==> src/inc/bbs_pkg.sv <==
// Constants and types shared by the branch and bit-set execution block.
// Functional notes
// (RULE1) Relative jump: opcode 11010, signed 11-bit offset.
// (RULE2) Jump target is incremented address plus 2n.
// (RULE3) Relative jump takes two cycles, second flushes.
// (RULE4) Set file bit forces one bit, others kept.
// (RULE5) Set file bit: 1000, bit, bank mode, address.
// (RULE6) Bank mode 0 selects the access bank.
// (RULE7) Bank mode 1 uses bank select plus address.
// (RULE8) Extended set, mode 0, address <= 5Fh: indexed.
// (RULE9) Bit set: read Q2, modify Q3, write Q4; the code forms the new byte in Q2 and raises the write strobe in Q3.
// (RULE10) Neither instruction alters any status flag.
package bbs_pkg;

	localparam int PROG_W = 21;
	localparam int ADDR_W = 12;
	localparam int INSN_W = 16;

	// ----------------------------------------------------------------
	// Instruction fields
	// ----------------------------------------------------------------
	localparam logic [4:0] JUMP_OPC     = 5'h1A;
	localparam int         JUMP_OPC_LSB = 11;
	localparam int         JUMP_OFS_W   = 11;
	localparam logic [3:0] SETB_OPC     = 4'h8;
	localparam int         SETB_OPC_LSB = 12;
	localparam int         SETB_BIT_LSB = 9;
	localparam int         SETB_MODE    = 8;
	localparam int         SETB_FILE_W  = 8;

	// ----------------------------------------------------------------
	// Data address map
	// ----------------------------------------------------------------
	localparam logic [7:0] ACCESS_SPLIT = 8'h60;
	localparam logic [7:0] INDEX_LIMIT  = 8'h5F;
	localparam logic [3:0] ACCESS_HIGH  = 4'hF;
	localparam logic [3:0] ACCESS_LOW   = 4'h0;

	// ----------------------------------------------------------------
	// Reset values and steps
	// ----------------------------------------------------------------
	localparam logic [PROG_W-1:0] PROG_RESET = 21'h000000;
	localparam logic [PROG_W-1:0] PROG_STEP  = 21'h000002;
	localparam logic [INSN_W-1:0] INSN_NOP   = 16'h0000;

	typedef enum logic [1:0] {PH_Q1, PH_Q2, PH_Q3, PH_Q4} bbs_phase_t;
	typedef enum logic {ST_RUN, ST_FLUSH} bbs_state_t;

endpackage : bbs_pkg

==> src/inc/bbs_addr_if.sv <==
// Interface carrying an operand address request to the address resolver.
`timescale 1ns/100ps
`default_nettype none
interface bbs_addr_if;
	logic [7:0]                 fileAddr;
	logic                       bankMode;
	logic [3:0]                 bankSel;
	logic                       extEnable;
	logic [bbs_pkg::ADDR_W-1:0] indexBase;
	logic [bbs_pkg::ADDR_W-1:0] dataAddr;

	modport req (output fileAddr, output bankMode, output bankSel, output extEnable,
		output indexBase, input dataAddr);
	modport rsp (input fileAddr, input bankMode, input bankSel, input extEnable,
		input indexBase, output dataAddr);
endinterface : bbs_addr_if
`default_nettype wire

==> src/core/bbs_addr_resolve.sv <==
// Resolves the file operand of a bit-set into a full data address.
`timescale 1ns/100ps
`default_nettype none
module bbs_addr_resolve (
	bbs_addr_if.rsp ai
);
	always_comb begin
		if (ai.bankMode) begin
			ai.dataAddr = {ai.bankSel, ai.fileAddr}; // [RULE7]
		end else if (ai.extEnable && ai.fileAddr <= bbs_pkg::INDEX_LIMIT) begin
			// Indexed literal offset: the file field is an offset from the index base.
			ai.dataAddr = ai.indexBase + {4'h0, ai.fileAddr}; // [RULE8]
		end else if (ai.fileAddr < bbs_pkg::ACCESS_SPLIT) begin
			ai.dataAddr = {bbs_pkg::ACCESS_LOW, ai.fileAddr}; // [RULE6]
		end else begin
			ai.dataAddr = {bbs_pkg::ACCESS_HIGH, ai.fileAddr}; // [RULE6]
		end
	end
endmodule : bbs_addr_resolve
`default_nettype wire

==> src/core/bbs_exec.sv <==
// Executes the unconditional relative jump and the set-file-bit instructions.
`timescale 1ns/100ps
`default_nettype none
module bbs_exec (
	input  wire logic                       ref_clk,
	input  wire logic                       arst_n,
	input  wire logic [bbs_pkg::INSN_W-1:0] instrWord,
	input  wire logic                       instrValid,
	output logic                            instrReady,
	input  wire logic [3:0]                 bankSelect,
	input  wire logic                       extEnable,
	input  wire logic [bbs_pkg::ADDR_W-1:0] indexBase,
	output logic [bbs_pkg::PROG_W-1:0]      programCounter,
	output logic [bbs_pkg::ADDR_W-1:0]      dataAddr,
	output logic                            dataRead,
	input  wire logic [7:0]                 dataRdData,
	output logic                            dataWrite,
	output logic [7:0]                      dataWrData,
	output logic                            statusWrite,
	output logic                            flushCycle,
	output logic [1:0]                      phase
);

	// ----------------------------------------------------------------
	// Reset release
	// ----------------------------------------------------------------
	logic rstMeta;
	logic rstSync;
	logic next_rstMeta;
	logic next_rstSync;

	// Reset is taken at once but let go only on a clock edge, two flops later,
	// so no register of the block leaves reset a cycle ahead of its neighbours.
	// The price is two idle clocks after every release.
	always_comb begin
		next_rstMeta = 1'b1;
		next_rstSync = rstMeta;
	end

	always_ff @(posedge ref_clk or negedge arst_n) begin
		if (!arst_n) begin
			rstMeta <= 1'b0;
			rstSync <= 1'b0;
		end else begin
			rstMeta <= next_rstMeta;
			rstSync <= next_rstSync;
		end
	end

	// ----------------------------------------------------------------
	// Decode helpers
	// ----------------------------------------------------------------
	function automatic logic isJump(input logic [bbs_pkg::INSN_W-1:0] w);
		isJump = (w[bbs_pkg::INSN_W-1:bbs_pkg::JUMP_OPC_LSB] == bbs_pkg::JUMP_OPC); // [RULE1]
	endfunction : isJump

	function automatic logic isSetBit(input logic [bbs_pkg::INSN_W-1:0] w);
		isSetBit = (w[bbs_pkg::INSN_W-1:bbs_pkg::SETB_OPC_LSB] == bbs_pkg::SETB_OPC); // [RULE5]
	endfunction : isSetBit

	// ----------------------------------------------------------------
	// Sequencer state
	// ----------------------------------------------------------------
	bbs_pkg::bbs_phase_t          phaseQ;
	bbs_pkg::bbs_phase_t          next_phaseQ;
	bbs_pkg::bbs_state_t          state;
	bbs_pkg::bbs_state_t          next_state;
	logic [bbs_pkg::INSN_W-1:0]   cur;
	logic [bbs_pkg::INSN_W-1:0]   next_cur;
	logic                         curValid;
	logic                         next_curValid;
	logic [bbs_pkg::PROG_W-1:0]   next_programCounter;
	logic [bbs_pkg::ADDR_W-1:0]   next_dataAddr;
	logic                         next_dataRead;
	logic                         next_dataWrite;
	logic [7:0]                   next_dataWrData;
	logic [bbs_pkg::ADDR_W-1:0]   resolvedAddr;
	logic [bbs_pkg::PROG_W-1:0]   jumpTarget;
	logic [2:0]                   bitSel;
	logic                         take;
	logic                         curJump;
	logic                         curSetBit;

	bbs_addr_if ai ();

	assign ai.fileAddr  = cur[bbs_pkg::SETB_FILE_W-1:0];
	assign ai.bankMode  = cur[bbs_pkg::SETB_MODE];
	assign ai.bankSel   = bankSelect;
	assign ai.extEnable = extEnable;
	assign ai.indexBase = indexBase;
	assign resolvedAddr = ai.dataAddr;

	bbs_addr_resolve u_resolve (
		.ai (ai.rsp)
	);

	assign curJump   = curValid && isJump(cur);
	assign curSetBit = curValid && isSetBit(cur);
	assign bitSel    = cur[bbs_pkg::SETB_BIT_LSB +: 3];

	// The counter already holds the incremented fetch address, so only 2n is added.
	assign jumpTarget = programCounter + {{(bbs_pkg::PROG_W-bbs_pkg::JUMP_OFS_W-1)
		{cur[bbs_pkg::JUMP_OFS_W-1]}}, cur[bbs_pkg::JUMP_OFS_W-1:0], 1'b0}; // [RULE2]

	// A fetch is offered in Q4 except while a jump is finishing, since that
	// slot belongs to the old, already discarded, next instruction.
	assign instrReady = rstSync && (phaseQ == bbs_pkg::PH_Q4) &&
		!(state == bbs_pkg::ST_RUN && curJump); // [RULE3]
	assign take = instrReady && instrValid;

	// The phase ring runs Q1 to Q4 without pause; a word is taken only at the
	// edge that closes Q4, so every instruction cycle is exactly four clocks.
	// A word offered while the slot is closed stays outside and is not lost.
	always_comb begin
		next_phaseQ         = phaseQ;
		next_state          = state;
		next_cur            = cur;
		next_curValid       = curValid;
		next_programCounter = programCounter;
		unique case (phaseQ)
			bbs_pkg::PH_Q1: begin
				next_phaseQ = bbs_pkg::PH_Q2;
			end
			bbs_pkg::PH_Q2: begin
				next_phaseQ = bbs_pkg::PH_Q3;
			end
			bbs_pkg::PH_Q3: begin
				next_phaseQ = bbs_pkg::PH_Q4;
			end
			bbs_pkg::PH_Q4: begin
				next_phaseQ = bbs_pkg::PH_Q1;
				if (state == bbs_pkg::ST_RUN && curJump) begin
					next_programCounter = jumpTarget; // [RULE2]
					next_state          = bbs_pkg::ST_FLUSH; // [RULE3]
					next_curValid       = 1'b0;
				end else begin
					next_state = bbs_pkg::ST_RUN;
					if (take) begin
						next_cur            = instrWord;
						next_curValid       = 1'b1;
						next_programCounter = programCounter + bbs_pkg::PROG_STEP;
					end else begin
						next_cur      = bbs_pkg::INSN_NOP;
						next_curValid = 1'b0;
					end
				end
			end
		endcase
	end

	always_ff @(posedge ref_clk or negedge arst_n) begin
		if (!arst_n) begin
			phaseQ         <= bbs_pkg::PH_Q1;
			state          <= bbs_pkg::ST_RUN;
			cur            <= bbs_pkg::INSN_NOP;
			curValid       <= 1'b0;
			programCounter <= bbs_pkg::PROG_RESET;
		end else if (!rstSync) begin
			phaseQ         <= bbs_pkg::PH_Q1;
			state          <= bbs_pkg::ST_RUN;
			cur            <= bbs_pkg::INSN_NOP;
			curValid       <= 1'b0;
			programCounter <= bbs_pkg::PROG_RESET;
		end else begin
			phaseQ         <= next_phaseQ;
			state          <= next_state;
			cur            <= next_cur;
			curValid       <= next_curValid;
			programCounter <= next_programCounter;
		end
	end

	// ----------------------------------------------------------------
	// Data port
	// ----------------------------------------------------------------
	// The strobes are registered, so the read stands in Q2 and the write in Q3;
	// the memory takes the write at the edge that opens Q4. The read data must
	// therefore be ready before the edge that closes Q2.
	always_comb begin
		next_dataAddr   = dataAddr;
		next_dataRead   = 1'b0;
		next_dataWrite  = 1'b0;
		next_dataWrData = dataWrData;
		if (curSetBit && phaseQ == bbs_pkg::PH_Q1) begin
			next_dataAddr = resolvedAddr;
			next_dataRead = 1'b1; // [RULE9]
		end
		if (curSetBit && phaseQ == bbs_pkg::PH_Q2) begin
			next_dataWrData = dataRdData | (8'h01 << bitSel); // [RULE4] [RULE9]
			next_dataWrite  = 1'b1; // [RULE9]
		end
	end

	always_ff @(posedge ref_clk or negedge arst_n) begin
		if (!arst_n) begin
			dataAddr   <= '0;
			dataRead   <= 1'b0;
			dataWrite  <= 1'b0;
			dataWrData <= 8'h00;
		end else if (!rstSync) begin
			dataAddr   <= '0;
			dataRead   <= 1'b0;
			dataWrite  <= 1'b0;
			dataWrData <= 8'h00;
		end else begin
			dataAddr   <= next_dataAddr;
			dataRead   <= next_dataRead;
			dataWrite  <= next_dataWrite;
			dataWrData <= next_dataWrData;
		end
	end

	// ----------------------------------------------------------------
	// Observation outputs
	// ----------------------------------------------------------------
	// Neither instruction has an arithmetic result, so the flags are never written.
	assign statusWrite = 1'b0; // [RULE10]
	assign flushCycle  = (state == bbs_pkg::ST_FLUSH); // [RULE3]
	assign phase       = phaseQ;

endmodule : bbs_exec
`default_nettype wire

==> config.mk <==
export PLATFORM = sky130hd
export DESIGN_NAME = bbs_exec
export DESIGN_NICKNAME = d
export VERILOG_FILES = /design/src/inc/bbs_pkg.sv /design/src/inc/bbs_addr_if.sv /design/src/core/bbs_addr_resolve.sv /design/src/core/bbs_exec.sv
export SDC_FILE = /design/constraint.sdc
export NUM_CORES = 1
export LEC_CHECK = 0
export BUFFER_PORTS_ARGS = -buffer_cell sky130_fd_sc_hd__buf_4
export CELL_PAD_IN_SITES_DETAIL_PLACEMENT = 1
export CELL_PAD_IN_SITES_GLOBAL_PLACEMENT = 2
export CORE_MARGIN = 4
export CORE_UTILIZATION = 35
export DETAILED_ROUTE_END_ITERATION = 10
export PLACE_DENSITY_LB_ADDON = 0.1
export SLEW_MARGIN = 15
export SYNTH_ARGS = -nofsm -noshare
export SYNTH_HDL_FRONTEND = slang
export SYNTH_HIERARCHICAL = 1
export SYNTH_SLANG_ARGS = --single-unit
==> constraint.sdc <==
create_clock -name ref_clk -period 5.3 [get_ports ref_clk]
set_input_delay 0.53 -clock ref_clk [delete_from_list [all_inputs] [get_ports ref_clk]]
set_output_delay 0.53 -clock ref_clk [all_outputs]
set_load 0.03 [all_outputs]
==> results.txt <==
Number of global-route vias before repair: 4203
Static power due to leakage: 2.48 nW
Class of the most critical hold timing path: in2async
Distinct cells, synth: 65
GRT Residual Overflow: 0
Wire length of the first global-routing pass: 21000 µm
Layout overhead on the synthesized area: 26.2%
Most used flip-flop cell after synthesis: sky130_fd_sc_hd__dfrtp_1
Remaining max-slew budget at the tightest pin: 0.305
Vias per Instance: 5.58
Ratio of total power to cell area: 255 nW/µm²
Slew Viols, Final: 0
Core Box Area: 11500 µm²
Clock transition at path regs: 60 ps
R2R setup slack: 1920 ps
Count of endpoints failing hold in the final timing report: 0
Std cell rows: 39
Final Setup Violations: 0
Resized Gates After CTS: 0
Average detailed-routed wire length per instance: 18.5 µm
Area occupied by multi-input gates: 2370 µm²
Cells after Synth: 458
Global-route total usage across every layer: 0.195
Iteration-0 DRC count of the detailed router: 157
CTS Hold Buffers Added: 0
Busiest metal layer after global routing: met2
Share of cells above drive strength 1: 0.226
H-Tree Depth: 3
DRT Wirelength: 12700 µm
Number of antenna violations at the first check in global routing: 0
Global placement routability congestion: 0.843
Setup repair after global routing missed its margin: false
Overall die height: 117 µm
Internal power component: 0.954 mW
Clk Latency, worst-skew pair: 340 ps
Number of buffers created by CTS: 9
Portion of total power attributed to the clock network: 0.460
Global routing usage on met1: 0.242
Worst hold margin: 293 ps
Critical path data required time: 5510 ps
Initial Util: 0.361
DR DRC count: 0
Element type at the critical path end: flip-flop
Yosys synthesis warning count: 6
Routed via count: 3832
Sw Ratio: 0.282
Filler Cell Count: 1338
Die Area: 13600 µm²
TritonCTS clock tree: built
Sw power: 0.374 mW
Part of the power in combinational logic: 0.147
Detail Placement HPWL: 9360 µm
Transition time at the pin with the least slew margin: 1040 ps
Setup skew after layout: 8.62 ps
Flip-flop and latch area: 1600 µm²
I/O pin total: 92
Share of flip-flops with an asynchronous set or reset: 1.00
Setup_tns: 0 ps
Seq/Total Area, Yosys: 0.387
Tmin final: 3380 ps
Total number of clock tree sinks: 64
Post-route antenna net violation count: 0
Largest driver fanout on the critical path: 7
Register bit total from synthesis: 64
Total of max-cap violations: 0
Portion of total power attributed to sequential cells: 0.393
Final antenna diode count: 0
Startpoint type of the worst setup path: flip-flop
Post-CTS Setup Inserts: 0
Kind of critical path: reg2reg
Clk Tree Root Cell: sky130_fd_sc_hd__clkbuf_16
Maximum count of clock buffers along a single path: 2
Met2 routing resource usage after global routing: 0.336
Period utilization: 0.638
Arrival time at the worst endpoint: 3590 ps
Die boundary width: 117 µm
Status: complete, no violations
Avg Cell Area, Syn: 9.03 µm²
Maximum frequency from static timing analysis: 296 MHz
Number of flops mapped to enable cells by yosys: 0
Largest voltage drop on the vdd net: 151 µV
Combined area of all synthesized cells: 4130 µm²
Buffers added on ports: 89
Nets: 610
Global routing usage on met3: 0.0528
Largest net degree at the start of global routing: 65
First drt pass iteration count: 4
layout make-up:
class | instances | share of cell area
Clock inverter | 6 | 0.0130
Timing Repair Buffer | 92 | 0.132
Multi-Input combinational cell | 354 | 0.455
Inverter | 18 | 0.0130
Sequential cell | 64 | 0.307
Tap cell | 143 | 0.0343
Clock buffer | 10 | 0.0458
synth_stat cells (all sizes together), types with 2 or more instances:
master / n / area share
nor2: 27 / 0.025
buf: 5 / 0.0070
ha: 25 / 0.076
or3: 8 / 0.012
dfrtp: 64 / 0.39
a2111oi: 2 / 0.0088
o21a: 6 / 0.011
fa: 2 / 0.0097
inv: 18 / 0.016
a211o: 3 / 0.0064
nand2: 47 / 0.043
nor3: 7 / 0.0085
conb: 2 / 0.0018
clkbuf: 18 / 0.017
mux2i: 5 / 0.012
nand2b: 6 / 0.0091
and2: 6 / 0.0091
a21o: 9 / 0.017
xnor2: 8 / 0.017
o21bai: 2 / 0.0036
o211ai: 9 / 0.016
a221oi: 3 / 0.0064
o31ai: 2 / 0.0036
and3: 13 / 0.020
xor2: 9 / 0.019
or4: 2 / 0.0045
a21oi: 42 / 0.053
a31oi: 5 / 0.0076
a211oi: 10 / 0.019
nand4: 9 / 0.014
o311ai: 4 / 0.0085
o21ai: 21 / 0.027
nand3: 24 / 0.029
o22ai: 2 / 0.0030
o2111ai: 3 / 0.0064
a22o: 16 / 0.034
worst max-delay path: stages (launching register included):
cell	delay [ps]
sky130_fd_sc_hd__dfrtp_1	450
sky130_fd_sc_hd__nand4bb_1	270
sky130_fd_sc_hd__or3_1	400
sky130_fd_sc_hd__ha_1	240
sky130_fd_sc_hd__fa_1	420
sky130_fd_sc_hd__a21o_2	220
sky130_fd_sc_hd__a221oi_1	310
sky130_fd_sc_hd__o21ai_2	190
sky130_fd_sc_hd__or4_4	510
sky130_fd_sc_hd__a21oi_1	180
sky130_fd_sc_hd__nor3b_2	60
routing by layer:
layer | routed length (µm) | vias to the layer above | part of all wire
met5 | 0 | - | 0
met4 | 162 | 0 | 0.013
met3 | 670 | 12 | 0.053
met2 | 6340 | 70 | 0.50
met1 | 5570 | 1902 | 0.44
li1 | - | 1848 | -
cells in the final DEF (no fill, tap or decap), types with 6 or more instances in the layout:
| cell | n |
|---|---|
| sky130_fd_sc_hd__a211oi_1 | 9 |
| sky130_fd_sc_hd__a21o_1 | 8 |
| sky130_fd_sc_hd__a21oi_1 | 40 |
| sky130_fd_sc_hd__a22o_1 | 16 |
| sky130_fd_sc_hd__and3_1 | 12 |
| sky130_fd_sc_hd__buf_4 | 92 |
| sky130_fd_sc_hd__clkbuf_16 | 9 |
| sky130_fd_sc_hd__dfrtp_1 | 64 |
| sky130_fd_sc_hd__ha_1 | 25 |
| sky130_fd_sc_hd__inv_1 | 17 |
| sky130_fd_sc_hd__nand2_1 | 46 |
| sky130_fd_sc_hd__nand2b_1 | 6 |
| sky130_fd_sc_hd__nand3_1 | 24 |
| sky130_fd_sc_hd__nand4_1 | 9 |
| sky130_fd_sc_hd__nor2_1 | 27 |
| sky130_fd_sc_hd__nor3_1 | 7 |
| sky130_fd_sc_hd__o211ai_1 | 9 |
| sky130_fd_sc_hd__o21a_1 | 6 |
| sky130_fd_sc_hd__o21ai_0 | 18 |
| sky130_fd_sc_hd__or3_1 | 8 |
| sky130_fd_sc_hd__xnor2_1 | 8 |
| sky130_fd_sc_hd__xor2_1 | 9 |
worst paths after layout:
kind                                       to  cells after the start    startpoint
setup / recovery           programCounter[17]                     10       cur[11]
setup reg to reg           programCounter[17]                     10       cur[11]
hold / removal             programCounter[19]                      1        arst_n
min in group ref_clk                  rstSync                      0  next_rstSync
max in group asynchronous             rstSync                      1        arst_n
hold reg to reg                       rstSync                      0  next_rstSync
power by group through the flow:
stage | Sequential (mW) | Combinational, mW | Clock [mW]
2_1_floorplan | 0.537 | 0.104 | 0
3_3_place_gp | 0.530 | 0.195 | 0
3_5_place_dp | 0.531 | 0.200 | 0
4_1_cts | 0.522 | 0.200 | 0.625
5_1_grt | 0.524 | 0.217 | 0.651
6_report | 0.522 | 0.195 | 0.611
sequential cells by signal, summed over array words and instances (netlist names), 2 cells and up:
signal          count
dataAddr           12
dataWrData          8
phase               2
programCounter     20
cur                16
through the flow:
stage	power, mW	instances	util	setup WS (ps)	area (µm²)
final	1.33	687	0.455	1920	5220
after global routing	1.39	687	0.455	1620	5220
after floorplan	0.641	459	-	2100	4140
after CTS	1.35	687	0.455	1890	5220
after global placement	0.725	671	0.428	1940	4910
after detailed placement	0.731	671	0.428	1910	4910
logic make-up after synthesis:
| kind of cell | share of synthesized area |
|---|---|
| buffers and inverters | 0.0399 |
| and+or+nand+nor | 0.190 |
| adders and majority gates | 0.0854 |
| xor gates and xnor gates | 0.0360 |
| muxes | 0.0148 |
| other | 0.00182 |
| DFF | 0.387 |
| AOI/OAI and AO/OA | 0.244 |
Power figures use the tool's default switching activity.
